$ cat src/codec_serial_regs.svh
// Offsets, field positions, reset values and timing counts of the codec serial frame block.
`ifndef CODEC_SERIAL_REGS_SVH
`define CODEC_SERIAL_REGS_SVH

// ----------------------------------------------------------------
// Register offsets
// ----------------------------------------------------------------
`define OFS_CTRL        4'h0
`define OFS_TX_DATA     4'h1
`define OFS_RX_DATA     4'h2
`define OFS_STATUS      4'h3
`define OFS_IRQ_STAT    4'h4
`define OFS_IRQ_MASK    4'h5

// ----------------------------------------------------------------
// Field positions and reset values
// ----------------------------------------------------------------
`define CTRL_BIT_HI_POS 11
`define CTRL_START_POS  0
`define CTRL_RESET      16'h0000
`define IRQ_RX_DONE     0
`define IRQ_TX_DONE     1
`define IRQ_BITS        2

// ----------------------------------------------------------------
// Timing
// ----------------------------------------------------------------
`define SCLK_DIV        4'h3
`define WORD_BITS       5'h10
`define BYTE_BITS       5'h08

`endif

$ cat src/codec_serial_pkg.sv
// Types shared by the codec serial frame block.
package codec_serial_pkg;

	// Frame sequencer states.
	typedef enum logic [1:0] {
		ST_IDLE,
		ST_LEAD,
		ST_SHIFT,
		ST_GAP
	} frame_state_t;

	// Frame sync outputs travelling together.
	typedef struct packed {
		logic rx_sync_n;
		logic tx_sync_n;
		logic sec_sync;
		logic rx_end_n;
	} frame_pins_t;

endpackage

$ cat src/codec_serial_frame.sv
// Codec serial port framing: frame syncs, end strobe, data shifting and control bit mirror.
//
// The strobed register port and the address map were left to the implementer.
`timescale 1ns/1ps
`default_nettype none
`include "codec_serial_regs.svh"

// Function
// - In dual-word mode the auxiliary output mirrors control bit eleven.
// - Reset clears control bit eleven so the auxiliary output starts low.
// - In dual-word mode the auxiliary output follows a write to bit eleven on the next cycle.
// - Word format: one low pulse on receive end strobe after sixteen bits.
// - Byte format: end strobe low after first byte until second byte sent.
// - Secondary frame sync stays high through every primary frame.
// - Dual-word secondary frame: secondary sync copies transmit frame sync.
// - Receive frame sync stays low while result bits are shifted out.
// - Most significant result bit is on the data line before receive sync falls.
// - Transmit frame sync stays low while the host shifts data in.
// - Bits on both data lines move with the supplied shift clock.
module codec_serial_frame (
	// Clock and reset.
	input  wire logic        ref_clk_i,
	input  wire logic        rst_i,
	// Register port.
	input  wire logic [3:0]  reg_addr_i,
	input  wire logic [15:0] reg_wdata_i,
	input  wire logic        reg_wr_i,
	input  wire logic        reg_rd_i,
	output logic      [15:0] reg_rdata_o,
	// Mode straps.
	input  wire logic        mode_ctrl_i,
	input  wire logic        word_byte_sel_i,
	// Serial link.
	input  wire logic        serial_data_in_i,
	output logic             serial_data_out_o,
	output logic             shift_clk_o,
	output logic             receive_frame_sync_n_o,
	output logic             transmit_frame_sync_n_o,
	output logic             secondary_frame_sync_o,
	output logic             receive_end_strobe_n_o,
	output logic             aux_output_hi_o,
	// Interrupt.
	output logic             irq_o
);

	codec_serial_pkg::frame_state_t st_q;
	codec_serial_pkg::frame_pins_t  pins_q;
	logic [15:0] ctrl_q;
	logic [15:0] tx_word_q;
	logic [15:0] rx_word_q;
	logic [15:0] out_sr_q;
	logic [15:0] in_sr_q;
	logic [4:0]  bit_cnt_q;
	logic        byte_two_q;
	logic        secondary_q;
	logic        busy_q;
	logic [`IRQ_BITS-1:0] irq_stat_q;
	logic [`IRQ_BITS-1:0] irq_mask_q;
	logic [`IRQ_BITS-1:0] irq_set;
	logic [1:0]  mode_sync_q;
	logic [1:0]  fmt_sync_q;
	logic [1:0]  din_sync_q;
	logic        sclk_rise;
	logic        sclk_fall;
	logic        start_req;
	logic        byte_mode;
	logic        dual_mode;
	logic [4:0]  frame_bits;

	// ----------------------------------------------------------------
	// Shift clock
	// ----------------------------------------------------------------

	// One divider feeds both data lines so bits stay aligned to the pin clock.
	shift_clk_gen u_sclk (
		.ref_clk_i (ref_clk_i),
		.rst_i     (rst_i),
		.sclk_o    (shift_clk_o),
		.rise_en_o (sclk_rise),
		.fall_en_o (sclk_fall)
	);

	// ----------------------------------------------------------------
	// Input synchronisers
	// ----------------------------------------------------------------

	// Straps and the data pin come from outside this clock, so two stages each.
	always_ff @(posedge ref_clk_i) begin
		if (rst_i) begin
			mode_sync_q <= 2'h0;
			fmt_sync_q  <= 2'h0;
			din_sync_q  <= 2'h0;
		end else begin
			mode_sync_q <= {mode_sync_q[0], mode_ctrl_i};
			fmt_sync_q  <= {fmt_sync_q[0], word_byte_sel_i};
			din_sync_q  <= {din_sync_q[0], serial_data_in_i};
		end
	end

	// Mode high selects word or byte, low selects dual-word.
	assign dual_mode  = !mode_sync_q[1];
	assign byte_mode  = !dual_mode && !fmt_sync_q[1];
	assign frame_bits = byte_mode ? `BYTE_BITS : `WORD_BITS;

	// ----------------------------------------------------------------
	// Register file
	// ----------------------------------------------------------------

	assign start_req = reg_wr_i && (reg_addr_i == `OFS_TX_DATA);

	// Control word; bit eleven resets low and in dual-word mode is visible on the pin next cycle.
	always_ff @(posedge ref_clk_i) begin
		if (rst_i) begin
			ctrl_q <= `CTRL_RESET;
		end else if (reg_wr_i && reg_addr_i == `OFS_CTRL) begin
			ctrl_q <= reg_wdata_i;
		end
	end

	// Transmit word written by software; a write also starts one frame, or a pair in byte format and dual-word mode.
	always_ff @(posedge ref_clk_i) begin
		if (rst_i) begin
			tx_word_q <= 16'h0000;
		end else if (start_req && !busy_q) begin
			tx_word_q <= reg_wdata_i;
		end
	end

	// Read data stand in the cycle after the strobe; unmapped reads give zero.
	always_ff @(posedge ref_clk_i) begin
		if (rst_i) begin
			reg_rdata_o <= 16'h0000;
		end else if (reg_rd_i) begin
			unique case (reg_addr_i)
				`OFS_CTRL:     reg_rdata_o <= ctrl_q;
				`OFS_TX_DATA:  reg_rdata_o <= tx_word_q;
				`OFS_RX_DATA:  reg_rdata_o <= rx_word_q;
				`OFS_STATUS:   reg_rdata_o <= {13'h0000, byte_mode, dual_mode, busy_q};
				`OFS_IRQ_STAT: reg_rdata_o <= {14'h0000, irq_stat_q};
				`OFS_IRQ_MASK: reg_rdata_o <= {14'h0000, irq_mask_q};
				default:       reg_rdata_o <= 16'h0000;
			endcase
		end else begin
			reg_rdata_o <= 16'h0000;
		end
	end

	// ----------------------------------------------------------------
	// Interrupts
	// ----------------------------------------------------------------

	// Sticky status; a set in the same cycle as a write-one clear wins.
	always_ff @(posedge ref_clk_i) begin
		if (rst_i) begin
			irq_stat_q <= 2'h0;
			irq_mask_q <= 2'h0;
		end else begin
			if (reg_wr_i && reg_addr_i == `OFS_IRQ_MASK) begin
				irq_mask_q <= reg_wdata_i[`IRQ_BITS-1:0];
			end
			if (reg_wr_i && reg_addr_i == `OFS_IRQ_STAT) begin
				irq_stat_q <= (irq_stat_q & ~reg_wdata_i[`IRQ_BITS-1:0]) | irq_set;
			end else begin
				irq_stat_q <= irq_stat_q | irq_set;
			end
		end
	end

	assign irq_o = |(irq_stat_q & irq_mask_q);

	// ----------------------------------------------------------------
	// Frame sequencer
	// ----------------------------------------------------------------

	// Lead places the first bit, shift runs the frame, gap ends it, with the strobe outside dual-word mode.
	// In byte format a word takes two frames; in dual-word mode a secondary frame follows.
	always_ff @(posedge ref_clk_i) begin
		if (rst_i) begin
			st_q        <= codec_serial_pkg::ST_IDLE;
			busy_q      <= 1'b0;
			bit_cnt_q   <= 5'h00;
			byte_two_q  <= 1'b0;
			secondary_q <= 1'b0;
		end else begin
			unique case (st_q)
				codec_serial_pkg::ST_IDLE: begin
					if (start_req && !busy_q) begin
						busy_q      <= 1'b1;
						byte_two_q  <= 1'b0;
						secondary_q <= 1'b0;
						st_q        <= codec_serial_pkg::ST_LEAD;
					end
				end
				codec_serial_pkg::ST_LEAD: begin
					if (sclk_rise) begin
						bit_cnt_q <= 5'h00;
						st_q      <= codec_serial_pkg::ST_SHIFT;
					end
				end
				codec_serial_pkg::ST_SHIFT: begin
					// Rising edges are counted so the last input bit is taken before the syncs rise.
					if (sclk_rise) begin
						bit_cnt_q <= bit_cnt_q + 5'h01;
						if (bit_cnt_q == frame_bits - 5'h01) begin
							st_q <= codec_serial_pkg::ST_GAP;
						end
					end
				end
				codec_serial_pkg::ST_GAP: begin
					if (sclk_rise) begin
						if (byte_mode && !byte_two_q) begin
							byte_two_q <= 1'b1;
							st_q       <= codec_serial_pkg::ST_LEAD;
						end else if (dual_mode && !secondary_q) begin
							secondary_q <= 1'b1;
							st_q        <= codec_serial_pkg::ST_LEAD;
						end else begin
							busy_q <= 1'b0;
							st_q   <= codec_serial_pkg::ST_IDLE;
						end
					end
				end
			endcase
		end
	end

	// ----------------------------------------------------------------
	// Data shifting
	// ----------------------------------------------------------------

	// Output bits change on the falling edge; input bits are captured on the rising one.
	always_ff @(posedge ref_clk_i) begin
		if (rst_i) begin
			out_sr_q  <= 16'h0000;
			in_sr_q   <= 16'h0000;
			rx_word_q <= 16'h0000;
			serial_data_out_o <= 1'b0;
		end else begin
			if (st_q == codec_serial_pkg::ST_IDLE && start_req && !busy_q) begin
				out_sr_q <= rx_word_q ^ reg_wdata_i;
			end
			if (st_q == codec_serial_pkg::ST_LEAD) begin
				serial_data_out_o <= out_sr_q[15];
			end else if (st_q == codec_serial_pkg::ST_SHIFT && sclk_fall) begin
				out_sr_q          <= {out_sr_q[14:0], 1'b0};
				serial_data_out_o <= out_sr_q[14];
			end
			if (st_q == codec_serial_pkg::ST_SHIFT && sclk_rise) begin
				in_sr_q <= {in_sr_q[14:0], din_sync_q[1]};
			end
			if (st_q == codec_serial_pkg::ST_GAP && sclk_rise && !busy_q) begin
				rx_word_q <= in_sr_q;
			end else if (st_q == codec_serial_pkg::ST_GAP && sclk_rise && !secondary_q
				&& !(byte_mode && !byte_two_q)) begin
				rx_word_q <= in_sr_q;
			end
		end
	end

	// Completion events feed the sticky status bits.
	always_comb begin
		irq_set = 2'h0;
		if (st_q == codec_serial_pkg::ST_GAP && sclk_rise) begin
			irq_set[`IRQ_RX_DONE] = !(byte_mode && !byte_two_q);
			irq_set[`IRQ_TX_DONE] = !(byte_mode && !byte_two_q);
		end
	end

	// ----------------------------------------------------------------
	// Frame pins
	// ----------------------------------------------------------------

	// Both syncs low exactly while bits move; the first bit is already on the line.
	always_ff @(posedge ref_clk_i) begin
		if (rst_i) begin
			pins_q <= '{rx_sync_n: 1'b1, tx_sync_n: 1'b1, sec_sync: 1'b1, rx_end_n: 1'b1};
		end else begin
			pins_q.rx_sync_n <= !(st_q == codec_serial_pkg::ST_SHIFT);
			pins_q.tx_sync_n <= !(st_q == codec_serial_pkg::ST_SHIFT);
			// Primary frames hold the secondary sync high; secondary ones copy transmit sync.
			if (dual_mode && secondary_q) begin
				pins_q.sec_sync <= !(st_q == codec_serial_pkg::ST_SHIFT);
			end else begin
				pins_q.sec_sync <= 1'b1;
			end
			// Word: one-cycle pulse at end; byte: low from first byte end to second.
			if (st_q == codec_serial_pkg::ST_GAP && sclk_rise && !dual_mode) begin
				pins_q.rx_end_n <= byte_mode ? byte_two_q : 1'b0;
			end else if (!byte_mode || st_q == codec_serial_pkg::ST_IDLE) begin
				pins_q.rx_end_n <= 1'b1;
			end
		end
	end

	assign receive_frame_sync_n_o  = pins_q.rx_sync_n;
	assign transmit_frame_sync_n_o = pins_q.tx_sync_n;
	assign secondary_frame_sync_o  = pins_q.sec_sync;
	assign receive_end_strobe_n_o  = pins_q.rx_end_n;
	// Only meaningful in dual-word mode; held low otherwise.
	assign aux_output_hi_o = dual_mode && ctrl_q[`CTRL_BIT_HI_POS];

endmodule

`default_nettype wire

$ cat src/shift_clk_gen.sv
// Shift clock divider producing edge enables and the shift clock pin.
`timescale 1ns/1ps
`default_nettype none
`include "codec_serial_regs.svh"

module shift_clk_gen (
	// Clock and reset.
	input  wire logic ref_clk_i,
	input  wire logic rst_i,
	// Divided outputs.
	output logic      sclk_o,
	output logic      rise_en_o,
	output logic      fall_en_o
);

	logic [3:0] cnt_q;

	// ----------------------------------------------------------------
	// Divider
	// ----------------------------------------------------------------

	// The pin toggles each time the counter wraps; the clock is held high in reset.
	always_ff @(posedge ref_clk_i) begin
		if (rst_i) begin
			cnt_q  <= 4'h0;
			sclk_o <= 1'b1;
		end else if (cnt_q == `SCLK_DIV) begin
			cnt_q  <= 4'h0;
			sclk_o <= ~sclk_o;
		end else begin
			cnt_q <= cnt_q + 4'h1;
		end
	end

	// Enables mark the cycle on which the pin changes.
	assign rise_en_o = (cnt_q == `SCLK_DIV) && !sclk_o;
	assign fall_en_o = (cnt_q == `SCLK_DIV) && sclk_o;

endmodule

`default_nettype wire

$ cat config.mk
export PLATFORM = sky130hd
export DESIGN_NAME = codec_serial_frame
export DESIGN_NICKNAME = d
export VERILOG_FILES = /design/src/codec_serial_pkg.sv /design/src/codec_serial_frame.sv /design/src/shift_clk_gen.sv
export VERILOG_INCLUDE_DIRS = /design/src /design/src/src
export SDC_FILE = /design/constraint.sdc
export NUM_CORES = 1
export LEC_CHECK = 0
export ABC_AREA = 1
export BUFFER_PORTS_ARGS = -buffer_cell sky130_fd_sc_hd__buf_2
export CAP_MARGIN = 0
export CORE_UTILIZATION = 36
export CTS_CLUSTER_SIZE = 30
export DETAILED_ROUTE_END_ITERATION = 8
export MAX_ROUTING_LAYER = met4
export SLEW_MARGIN = 20
export SYNTH_ARGS = -nofsm -noshare
export SYNTH_HDL_FRONTEND = slang
export SYNTH_SLANG_ARGS = --single-unit
$ cat constraint.sdc
create_clock -name ref_clk_i -period 2.8 [get_ports ref_clk_i]
set_input_delay 0.56 -clock ref_clk_i [delete_from_list [all_inputs] [get_ports ref_clk_i]]
set_output_delay 0.56 -clock ref_clk_i [all_outputs]
set_load 0.01 [all_outputs]
Word level (Yosys, flattened, before mapping)

Cells that the tools add are included.

Flip-flop bits (word level): 125
Logic and storage cells: 138
Output and inout port bits: 24
Input bits: 27

Multiplexer cells: 38
$add $sub $neg: 3
Reduce and logical (&&, ||, !) cells: 47
Equality and inequality tests: 19
Bitwise operators: 9

Operator list:

| cell                                             | number |
|---|---|
| case mux 16 bit (6 select lines)                 | 1 |
| 2-to-1 mux 16 bit                                | 5 |
| logical AND 1 bit                                | 21 |
| 2-to-1 mux 1 bit                                 | 17 |
| inequality test 2 bit, second input constant     | 8 |
| bitwise XOR 16 bit                               | 1 |
| 2-to-1 mux 5 bit                                 | 3 |
| AND reduction 5 bit                              | 3 |
| 2-to-1 mux 2 bit                                 | 7 |
| == test 4 x 2 -> 1 bit, second input constant    | 3 |
| case mux 5 bit (2 select lines)                  | 1 |
| nonzero test 2 bit                               | 5 |
| zero test 1 bit                                  | 9 |
| == test 4 x 3 -> 1 bit, second input constant    | 2 |
| case mux 2 bit (4 select lines)                  | 1 |
| OR reduction 2 bit                               | 4 |
| case mux 1 bit (2 select lines)                  | 3 |
| adder 5 x 1 -> 5 bit, second input constant      | 1 |
| == test 5 bit                                    | 1 |
| subtractor 5 x 1 -> 5 bit, second input constant | 1 |
| adder 4 x 1 -> 4 bit, second input constant      | 1 |
| AND 2 bit                                        | 2 |
| == test 2 bit, second input constant             | 2 |
| == test 4 x 1 -> 1 bit, second input constant    | 1 |
| 10 further kinds                                 | 13 |

Longest topological paths before layout

Gate-level depths: netlist of the first run.

Depth in word-level cells: 8
Depth in mapped cells: 10
Gate-level depth less buffers: 9

Cells and area by module

From an unflattened synthesis of the first run, not the netlist that was laid out.

Cell total of the unflattened synthesis: 710
Area total of the unflattened synthesis: 5303.8 sq um

By module, submodules not included:

| module             | cells an instance | sequential area each (sq um) | times used | area each (sq um) |
|---|---|---|---|---|
| codec_serial_frame | 682               | 2402.3                       | 1          | 5084.9 |
| shift_clk_gen      | 28                | 100.1                        | 1          | 219.0 |

Least setup slack after synthesis of the first run

OpenSTA, ideal clock, no wires.

Path kind: in2reg
Start point: in reg_addr_i[3]
End point: reg out_sr_q[11]
Stages: 9
Library setup time: 113 ps
Path slack: 1317 ps
Data required time: 2687 ps
Buffers on the path: 1
Data arrival time: 1370 ps
Path through: nor2_4 inv_2 nor2_4 nand3_2 buf_2 nand2_1 o21ai_0 o21ai_1 inv_1

Longest elaborated chain between the ends: 7

Ends and longest elaborated chain:

| item                               | RTL line                  | source |
|---|---|---|
| from (decl)                        | codec_serial_frame.sv:25  | `input wire logic [3:0] reg_addr_i,` |
| == test 4 x 1 -> 1 bit (*)         | n/a                       |  |
| logical AND 1 bit (*)              | codec_serial_frame.sv:109 | `` assign start_req = reg_wr_i && (reg_addr_i == `OFS_TX_DATA); `` |
| logical AND 1 bit (*) (2 in a row) | codec_serial_frame.sv:239 | `if (st_q == codec_serial_pkg::ST_IDLE && start_req && !busy_q) begin` |
| 2-to-1 mux 16 bit (*)              | codec_serial_frame.sv:239 |  |
| 2-to-1 mux 16 bit                  | codec_serial_frame.sv:244 | `end else if (st_q == codec_serial_pkg::ST_SHIFT && sclk_fall) begin` |
| 2-to-1 mux 16 bit (*)              | codec_serial_frame.sv:242 | `if (st_q == codec_serial_pkg::ST_LEAD) begin` |
| to (signal assigned)               | codec_serial_frame.sv:240 | `out_sr_q <= rx_word_q ^ reg_wdata_i;` |
| to (signal assigned)               | codec_serial_frame.sv:245 | `out_sr_q <= {out_sr_q[14:0], 1'b0};` |
| to (decl)                          | codec_serial_frame.sv:51  | `logic [15:0] out_sr_q;` |

Mark *: on every way between the ends. The rest lies on a longest branch, timed or not.
A chain may end at the register's enable or synchronous reset.

Worst setup path in the final report of the first run

Start point: reg u_sclk.cnt_q[0]
End point: reg rx_word_q[12]

Longest elaborated chain between the ends: 6
Elaborated cells on any way between the ends: 8
Those cells by class: 1 x eq/ne; 1 x mux; 6 x reduce/logical

Ends and longest elaborated chain:

| item                                 | RTL line                                             | source |
|---|---|---|
| from (decl)                          | shift_clk_gen.sv:16                                  | `logic [3:0] cnt_q;` |
| from (signal assigned)               | shift_clk_gen.sv:31                                  | `cnt_q <= cnt_q + 4'h1;` |
| == test 4 x 2 -> 1 bit (no line) (*) | n/a                                                  |  |
| logical AND 1 bit (*)                | shift_clk_gen.sv:36                                  | `` assign rise_en_o = (cnt_q == `SCLK_DIV) && !sclk_o; `` |
| logical AND 1 bit (*)                | codec_serial_frame.sv:251, codec_serial_frame.sv:253 |  |
| logical AND 1 bit                    | codec_serial_frame.sv:253                            | `end else if (st_q == codec_serial_pkg::ST_GAP && sclk_rise && !secondary_q` |
| logical AND 1 bit                    | codec_serial_frame.sv:254                            | `&& !(byte_mode && !byte_two_q)) begin` |
| nonzero test 2 bit (no line)         | n/a                                                  |  |
| to (signal assigned)                 | codec_serial_frame.sv:252                            | `rx_word_q <= in_sr_q;` |
| to (signal assigned)                 | codec_serial_frame.sv:255                            | `rx_word_q <= in_sr_q;` |
| to (decl)                            | codec_serial_frame.sv:50                             | `logic [15:0] rx_word_q;` |

Marks and branches as above.

==> metrics.txt, run 1 <==
global-route wire length before repair just over 20 mm; core area 14100 sq um; layout net count 773; antenna violations before repair 0; gr usage total between 10% and 20%; cell accounting for the most synthesized area sky130_fd_sc_hd__dfxtp_1; summed negative setup slack over all endpoints 0 ps; later-pin clock latency in the skew report between 400 and 500 ps; final number of max-transition violations 0; residual overflow from global routing 0; detailed-router iteration count before antenna repair 4; prevailing post-synth register cell sky130_fd_sc_hd__dfxtp_1; CP Launch Type register; Clock Root Buffer sky130_fd_sc_hd__clkbuf_16; CP max-delay cell sky130_fd_sc_hd__o21ai_0; Setup Buffers After CTS 0; area of the multi-input gates 2220 sq um; maximum number of pins on one net before global-route repair 67; Max Buffers Root-to-Sink 2; share of total power in sequential cells 40.8%; Layout area overhead 19.0%; worst hold slack after final layout between 300 and 400 ps; maximum fanout along the worst path 32; Mapped Nets 733; number of hold violations in the final report 0; Crit. Startpoint u_sclk.cnt_q[0]; count of non-filler cells in the finished layout just over 900; Detailed Route Iter0 Violations 259; vias approximately 4400; Slowest Stage Delay on Critical Path 410 ps; number of synthesized flops with an enable pin 0; starting density of the core 37.6%; maximum level of the CTS H-tree 4; post-cts sizing count 0; switching power share of the total 21.6%; worst-case vdd ir drop 0.000471 V; number of failing setup endpoints in the final timing report 0; static leakage 2.70 nW; setup slack after layout 823 ps; average routed wire per standard cell about 13 microns; Max Cap Violations 0; Fill cells 1439; Switching Power approximately 0.97 mW; I/O pin total 51; RSZ-0062 raised after global routing no; maximum clock frequency 506 MHz; final design instance area without fill approximately 6300 sq um; worst slew slack as a fraction of its limit 51.3%; Cell variety after synth 33; biggest area contributors in the synthesized netlist sky130_fd_sc_hd__dfxtp_1 (47%), sky130_fd_sc_hd__inv_1 (7.2%), sky130_fd_sc_hd__nand2_1 (6.7%); cell count after placement approximately 900; number of sinks driven by the clock tree approximately 130; dpl hpwl 8.04 mm; Area after DPL 5660 sq um; data required time at the worst endpoint 3090 ps; number of nets still failing antenna checks after routing 0; final clock skew 8.23 ps; Worst Tran Pin Value ~730 ps; share of the yosys chip area belonging to registers 47.2%; launching point of the worst reg2reg path u_sclk.cnt_q[0]; number of buffers added by the clock tree synthesis step 17; final clock period utilization by the worst path ~71%; share of cells above drive strength 1 14.3%; cell area power density just over 700 nW/um^2; worst-case setup slack after placement 712 ps; status finished clean; cell-by-cell listing of the critical path ha_1, nand3_4, nor2_4, nand2_2, o21ai_0, a21oi_1; via count of the first global-routing pass 4127; FF+latch count, synth 125; area of all sequential standard cells 2500 sq um; launch instance of the worst min-delay path word_byte_sel_i; CTS tree built; Post-CTS Hold Buffers 0; final estimated routing congestion in global placement 0.851; final wirelength 12.2 mm; Int Power 3.52 mW; DRC 0; Ys Warns 0; Min-Delay Path Class input pin to register; n_diodes 0; CP Class register to register; cell area after technology mapping between 5000 and 6000 sq um; CP endpoint kind register; Syn Area/Cell 7.57 sq um; count of buffers from port buffering 50; post-DR vias/cell 4.74; number of cells produced by synthesis 700; Cell Rows 43; DIE HEIGHT 123 microns; Comb power frac 5.6%; clock-pin slew on the worst setup and hold paths 60 ps; area enclosed by the die boundary 15200 sq um; clock share of power a little over half; Arrival @ worst endpoint 2260 ps; leading cell type by number of instances after synthesis sky130_fd_sc_hd__dfxtp_1; leading cell types by count after synthesis sky130_fd_sc_hd__dfxtp_1 (125), sky130_fd_sc_hd__inv_1 (101), sky130_fd_sc_hd__nand2_1 (95); Die Wd 123 microns; share of flip-flops with an asynchronous set or reset 0%; Yosys top cell area share approximately 47%; minimum period implied by the final worst setup slack 1980 ps
[worst max-delay path: cells and delay by family, from the launching register on]
| kind | cells | cell delay, ps |
|---|---|---|
| AND/OR/NAND/NOR | 3 | 690 |
| AO/OA/AOI/OAI | 2 | 470 |
| flip-flops | 1 | 340 |
| adder cells (fa/ha/maj) | 1 | 340 |
[flip-flops by register name (all words and copies together), names as in the netlist, 2 cells and up]
| name | cells |
|---|---|
| out_sr_q | 16 |
| rx_word_q | 16 |
| u_sclk.cnt_q | 4 |
| fmt_sync_q | 2 |
| in_sr_q | 16 |
| irq_stat_q | 2 |
| ctrl_q | 16 |
| mode_sync_q | 2 |
| bit_cnt_q | 5 |
| din_sync_q | 2 |
| reg_rdata_o | 16 |
| irq_mask_q | 2 |
| tx_word_q | 16 |
| st_q | 2 |
[cells in the final DEF, fill, tap and decap left out]
cell and instances:
sky130_fd_sc_hd__dfxtp_1 125, sky130_fd_sc_hd__inv_1 101, sky130_fd_sc_hd__nand2_1 95, sky130_fd_sc_hd__nor2_1 81, sky130_fd_sc_hd__o21ai_0 71, sky130_fd_sc_hd__a21oi_1 70, sky130_fd_sc_hd__buf_2 50, sky130_fd_sc_hd__nand3_1 25
sky130_fd_sc_hd__o21ai_1 21, sky130_fd_sc_hd__clkbuf_16 17, sky130_fd_sc_hd__xnor2_1 15, sky130_fd_sc_hd__o22ai_1 12, sky130_fd_sc_hd__o221ai_1 10, sky130_fd_sc_hd__nor2_2 6, sky130_fd_sc_hd__ha_1 6, sky130_fd_sc_hd__buf_4 6
sky130_fd_sc_hd__bufinv_16 5, sky130_fd_sc_hd__nor2_4 4, sky130_fd_sc_hd__nor3_1 3, sky130_fd_sc_hd__xor2_1 3, sky130_fd_sc_hd__nand4_1 3, sky130_fd_sc_hd__clkinv_2 3, sky130_fd_sc_hd__inv_2 2, sky130_fd_sc_hd__nand3_2 2
sky130_fd_sc_hd__or2_2 2, sky130_fd_sc_hd__clkbuf_1 2, sky130_fd_sc_hd__clkbuf_8 2, sky130_fd_sc_hd__clkinvlp_4 2, sky130_fd_sc_hd__nand3_4 1, sky130_fd_sc_hd__nand4_4 1, sky130_fd_sc_hd__nor2_8 1, sky130_fd_sc_hd__a31oi_1 1
sky130_fd_sc_hd__nand2_2 1, sky130_fd_sc_hd__inv_4 1, sky130_fd_sc_hd__o211ai_1 1, sky130_fd_sc_hd__clkinv_4 1, sky130_fd_sc_hd__buf_12 1
[per-layer routing]
metal / routed length, microns / GRT usage [%]
met5: 0 / -
met4: 189 / 7.23
met1: 5910 / 23.3
met3: 619 / 4.94
met2: 5490 / 28.0
[final timing paths]
| path | to | slack, ps | depth (start not counted) |
|---|---|---|---|
| hold reg to reg | fmt_sync_q[1] | 400 | 2 |
| hold / removal | fmt_sync_q[0] | 340 | 3 |
| setup / recovery | rx_word_q[12] | 820 | 6 |
| setup reg to reg | rx_word_q[12] | 820 | 6 |
[per-stage QoR]
| step | utilization (%) | power (mW) |
|---|---|---|
| after floorplan | - | 2.04 |
| after global placement | 40.1 | 2.12 |
| after detailed placement | 40.1 | 2.12 |
| after CTS | 44.7 | 4.52 |
| after global routing | 44.7 | 4.66 |
| final | 44.7 | 4.48 |
[power groups by stage]
stage	Sequential, mW	Clock (mW)	Combinational, mW
after floorplan	1.86	0	0.171
after global placement	1.87	0	0.250
after detailed placement	1.87	0	0.249
after CTS	1.83	2.44	0.251
after global routing	1.83	2.54	0.284
final	1.83	2.40	0.250
[logic make-up (layout without fill, tap and decap cells)]
group / after synthesis / after routing / synth area share (%)
AO/OA/AOI/OAI: 186 / 186 / 18.6
XOR/XNOR: 18 / 18 / 2.98
adder cells (fa/ha/maj): 6 / 6 / 1.42
buffers and inverters: 140 / 193 / 10.9
flip-flops: 125 / 125 / 47.2
AND/OR/NAND/NOR: 225 / 225 / 18.9
[cell type report]
cell class / instances / share of cell area, %
Clock buffer: 21 / 7.30
Sequential cell: 125 / 39.7
Inverter: 104 / 6.23
Multi-Input combinational cell: 435 / 35.2
Clock inverter: 11 / 3.00
Timing Repair Buffer: 57 / 5.00
Tap cell: 180 / 3.57
No activity file was read; power rests on OpenSTA's default activity.
==> run 2: changes to the inputs <==
clock period = 1.6 ns   (was 2.8 ns; I/O delays follow)
==> run 2 against run 1 <==
Power grew 70%. Sequential share of layout area decreased by 1.1 points. Critical path depth increased by 1. Sequential cell count unchanged. Fmax increased by 30%. Register-to-register slack got worse by 740 ps. Routed wire length increased by 3.9%.
==> metrics.txt, run 2 (synthesized netlist as in run 1, its figures left out) <==
cell count after placement 923 (+2.4%); final wirelength 12.7 mm (+3.9%); most common cell after layout, fill and taps aside sky130_fd_sc_hd__dfxtp_1; CP Class register to register; status finished clean; count of buffers from port buffering 50 (unchanged); CP endpoint kind register; core area 14100 sq um (unchanged); gr usage total 18.4% (-0.020 points); final clock skew 8.67 ps (+0.442 ps); antenna violations before repair 0 (unchanged); Cell Rows 43 (unchanged); Clock Root Buffer sky130_fd_sc_hd__clkbuf_16; Max Cap Violations 0 (unchanged); post-DR vias/cell 4.74 (about the same); RSZ-0062 raised after global routing yes; Worst Tran Pin Value 490 ps (-240 ps); maximum clock frequency 660 MHz (+30%); Min-Delay Path Class input pin to register; maximum number of pins on one net before global-route repair 42 (-37%); share of cells above drive strength 1 18.0% (+3.7 points); number of hold violations in the final report 0 (unchanged); via count of the first global-routing pass 4121 (-0.15%); clock-pin slew on the worst setup and hold paths 60 ps (about the same); CP Launch Type register; Detailed Route Iter0 Violations 297 (+15%); Post-CTS Hold Buffers 0 (unchanged); later-pin clock latency in the skew report 410 ps (about the same); highest-count cells in the layout ignoring fill and taps sky130_fd_sc_hd__dfxtp_1 (122), sky130_fd_sc_hd__inv_1 (101), sky130_fd_sc_hd__nand2_1 (95); number of nets still failing antenna checks after routing 0 (unchanged); area enclosed by the die boundary 15200 sq um (unchanged); I/O pin total 51 (unchanged); worst slew slack as a fraction of its limit 67.4% (+16 points); maximum fanout along the worst path 10 (-69%); final number of max-transition violations 0 (unchanged); number of sinks driven by the clock tree 125 (unchanged); residual overflow from global routing 0 (unchanged); summed negative setup slack over all endpoints 0 ps (unchanged); detailed-router iteration count before antenna repair 5 (+1); final estimated routing congestion in global placement 0.844 (-0.80%); dpl hpwl 8.42 mm (+4.7%); final clock period utilization by the worst path 94.8% (+24 points); starting density of the core 37.6% (unchanged); DRC 0 (unchanged); number of buffers added by the clock tree synthesis step 17 (unchanged); data required time at the worst endpoint 1940 ps (-1150 ps); cell area power density 1170 nW/um^2 (+65%); Fill cells 1443 (+0.28%); DIE HEIGHT 123 microns (unchanged); number of failing setup endpoints in the final timing report 0 (unchanged); count of non-filler cells in the finished layout 956 (+2.5%); CTS tree built; Die Wd 123 microns (unchanged); layout net count 796 (+3.0%); average routed wire per standard cell 13.3 microns (+1.4%); static leakage 2.82 nW (+4.3%); Max Buffers Root-to-Sink 2 (unchanged); vias 4528 (+2.5%); worst-case vdd ir drop 0.000739 V (+57%); minimum period implied by the final worst setup slack 1520 ps (-461 ps); Arrival @ worst endpoint 1860 ps (-400 ps); n_diodes 0 (unchanged); global-route wire length before repair 20.7 mm (+0.10%); maximum level of the CTS H-tree 4 (unchanged); end-of-flow core utilization 46.1% (+1.4 points); Layout area overhead 22.7%
==> run 2: timing repair <==
action                                  CTS  global route
resized for setup                         1            13
cloned                                    0             0
pin swaps                                 0             3
endpoints found under the setup margin    1            26
buffers inserted                          0             1
==> run 2: final cells by class <==
cell class	count	area, sq um	share of cell area (%)
tap	180	225	3.46
clock buffer	21	460	7.08
multi-input combinational	435	2250	34.6
inverter	104	395	6.08
timing repair buffer	80	526	8.08
clock inverter	11	141	2.18
sequential	125	2510	38.6
==> run 2: per-layer routing <==
metal,part of all wire [%],up-vias,routed length (microns),GRT usage (%)
li1,-,2386,-,-
met1,49,2063,6160,23.3
met2,47,67,5960,29.0
met4,1.1,0,144,5.57
met5,0,-,0,-
met3,3.2,12,408,4.43
==> run 2: stage by stage <==
step / worst slack (ps) / hold slack [ps] / total power [mW] / area [sq um]
2_1_floorplan: 130 / 388 / 3.56 / 5300
3_3_place_gp: 46.5 / 391 / 3.74 / 5860
3_5_place_dp: 16.1 / 392 / 3.74 / 5860
4_1_cts: 14.3 / 97.8 / 7.65 / 6460
5_1_grt: 1.54 / 109 / 7.87 / 6500
6_report: 83.9 / 104 / 7.62 / 6500
==> run 2: critical path, cell delays in order (launching register included) <==
cell and delay (ps):
sky130_fd_sc_hd__dfxtp_2 330, sky130_fd_sc_hd__ha_2 210, sky130_fd_sc_hd__buf_4 150, sky130_fd_sc_hd__nand4_4 140, sky130_fd_sc_hd__nor2_8 180, sky130_fd_sc_hd__buf_4 200, sky130_fd_sc_hd__nand2_1 90, sky130_fd_sc_hd__a21oi_1 140
==> run 2: worst paths after layout <==
kind              slack (ps)              from       endpoint  cells past startpoint
setup / recovery          80   u_sclk.cnt_q[1]   out_sr_q[15]                      7
hold / removal           100  serial_data_in_i  din_sync_q[0]                      3
setup reg to reg          80   u_sclk.cnt_q[1]   out_sr_q[15]                      7
hold reg to reg          400     fmt_sync_q[0]  fmt_sync_q[1]                      2
==> run 2: report_power, final <==
part / switching, mW / internal (mW) / total (mW)
logic: 0.314 / 0.181 / 0.495
clock network: 1.39 / 2.52 / 3.92
registers: 0.0321 / 3.17 / 3.20
total: 1.74 / 5.88 / 7.62
==> run 3: changes to the inputs <==
--- a/config.mk
+++ b/config.mk
@@ -15,2 +15,3 @@
 export MAX_ROUTING_LAYER = met4
+export SKIP_LAST_GASP = 1
 export SLEW_MARGIN = 20
==> constraint.sdc (replaced) <==
create_clock -name ref_clk_i -period 1.8 [get_ports ref_clk_i]
set_input_delay 0.18 -clock ref_clk_i [delete_from_list [all_inputs] [get_ports ref_clk_i]]
set_output_delay 0.18 -clock ref_clk_i [all_outputs]
set_load 0.01 [all_outputs]
==> run 3 against run 2 <==
Global-route usage fell by 0.096 points. Core utilization shrank 0.67 points. Routed wire length down 3.7%. Sequential cell count did not move.
==> metrics.txt, run 3 (synthesized netlist as in run 1, its figures left out) <==
status finished clean; metal1 wirelength 6.10 mm (-1.0%); later-pin clock latency in the skew report 420 ps (about the same); worst-case vdd ir drop 0.000674 V (-8.8%); number of failing setup endpoints in the final timing report 0 (unchanged); Cell Rows 43 (unchanged); launching point of the worst reg2reg path st_q[1]; number of nets still failing antenna checks after routing 0 (unchanged); n_diodes 0 (unchanged); Max Buffers Root-to-Sink 2 (unchanged); layout net count 790 (-0.75%); gr usage total 18.3% (-0.096 points); setup slack after layout 212 ps (+128 ps); core area 14100 sq um (unchanged); maximum clock frequency 630 MHz (-4.5%); starting density of the core 37.6% (unchanged); Fill cells 1446 (+0.21%); post-DR vias/cell 4.68 (-1.3%); dpl hpwl 8.28 mm (-1.7%); final clock period utilization by the worst path 88.2% (-6.5 points); highest-count cells in the layout ignoring fill and taps sky130_fd_sc_hd__dfxtp_1 (125), sky130_fd_sc_hd__inv_1 (101), sky130_fd_sc_hd__nand2_1 (95); I/O pin total 51 (unchanged); count of buffers from port buffering 50 (unchanged); via count of the first global-routing pass 4045 (-1.8%); share of cells above drive strength 1 15.7% (-2.3 points); Die Wd 123 microns (unchanged); summed negative setup slack over all endpoints 0 ps (unchanged); CP Class register to register; most frequent cell on the critical path sky130_fd_sc_hd__nand2_1; CP max-delay cell sky130_fd_sc_hd__dfxtp_1; CP endpoint kind register; CP Launch Type register; Arrival @ worst endpoint 1930 ps (+70 ps); Slowest Stage Delay on Critical Path 400 ps (+70 ps); maximum level of the CTS H-tree 4 (unchanged); maximum number of pins on one net before global-route repair 49 (+17%); Buf+Inv Stages, Crit Path 2 (unchanged); static leakage 2.77 nW (-1.7%); Max Cap Violations 0 (unchanged); Worst Tran Pin Value 569 ps (+78.9 ps); detailed-routed wire length on met3 453 microns (+11%); DRC 0 (unchanged); Detailed Route Iter0 Violations 288 (-3.0%); end-of-flow core utilization 45.4% (-0.67 points); area enclosed by the die boundary 15200 sq um (unchanged); final total power 6.70 mW (-12%); cell-by-cell listing of the critical path inv_1, ha_1, inv_1, nand2_1, o21ai_1, nand2_1, nor2_1, nand2_1, a21oi_1; Setup Buffers After CTS 0 (unchanged); Met2 Routed Length 5.46 mm (-8.4%); launch instance of the worst min-delay path reg_wdata_i[7]; maximum fanout along the worst path 5 (-5); worst slew slack as a fraction of its limit 62.1% (-5.3 points); number of hold violations in the final report 0 (unchanged); DIE HEIGHT 123 microns (unchanged); most common cell after layout, fill and taps aside sky130_fd_sc_hd__dfxtp_1; Min-Delay Path Class input pin to register; Crit. Startpoint st_q[1]; global-route wire length before repair 20.3 mm (-1.6%); detailed-router iteration count before antenna repair 5 (unchanged); Layout area overhead 20.9%; Area after DPL 5770 sq um (-1.5%); minimum period implied by the final worst setup slack 1590 ps (+72.0 ps); RSZ-0062 raised after global routing no; final design instance area without fill 6410 sq um (-1.4%); vias 4443 (-1.9%); top sig layer met4; worst-case setup slack after placement 165 ps (+149 ps); number of sinks driven by the clock tree 125 (unchanged); residual overflow from global routing 0 (unchanged); final number of max-transition violations 0 (unchanged); cell area power density 1050 nW/um^2 (-11%); final clock skew 6.21 ps (-2.46 ps); clock-pin slew on the worst setup and hold paths 50 ps (about the same); final estimated routing congestion in global placement 0.830 (-1.6%); average routed wire per standard cell 12.8 microns (-3.1%); final wirelength 12.2 mm (-3.7%); number of buffers added by the clock tree synthesis step 17 (unchanged); antenna violations before repair 0 (unchanged); Clock Root Buffer sky130_fd_sc_hd__clkbuf_16; cell family contributing the most delay on the critical path flip-flops; data required time at the worst endpoint 2150 ps (+210 ps); CTS tree built
-- run 3: metrics by stage --
step | std cells | hold slack [ps]
floorplan | 700 | 287
global placement | 915 | 385
detailed placement | 915 | 388
CTS | 950 | 48.8
global route | 950 | 48.5
finish | 950 | 61.6
-- run 3: area by class of cell --
type                       instances  area [sq um]  area share, %
sequential                       125          2500           39.1
multi-input combinational        435          2220           34.7
clock buffer                      27           523           8.16
timing repair buffer              74           463           7.23
inverter                         104           393           6.13
tap                              180           225           3.52
clock inverter                     5          77.6           1.21
-- run 3: what timing repair did --
action,4_1_cts,5_1_grt
hold endpoints to repair,3,0
setup endpoints to repair,0,3
resized for setup,0,2
hold buffers,3,0
-- run 3: final timing paths --
kind | end | slack [ps] | depth (start not counted)
worst max-delay path | st_q[0] | 210 | 9
worst min-delay path | tx_word_q[7] | 60 | 3
worst max register to register | st_q[0] | 210 | 9
worst min register to register | din_sync_q[1] | 400 | 2
-- run 3: where the power goes --
group          total, mW  switching, mW  internal [mW]
Combinational      0.408          0.264          0.144
Clock               3.44           1.19           2.25
Sequential          2.85         0.0298           2.82
Total               6.70           1.48           5.22
-- run 3: worst reg2reg max path, delay by kind of cell (launching register included) --
kind / cells / cell delay, ps
adders and majority gates: 1 / 270
AOI/OAI and AO/OA: 2 / 300
DFF: 1 / 400
and+or+nand+nor: 4 / 340
buffers and inverters: 2 / 210
-- run 3: routing by layer --
metal | global-route usage, % | vias up
met5 | - | -
met4 | 7.76 | 0
met3 | 4.20 | 15
met2 | 27.7 | 58
met1 | 23.4 | 2000
li1 | - | 2370
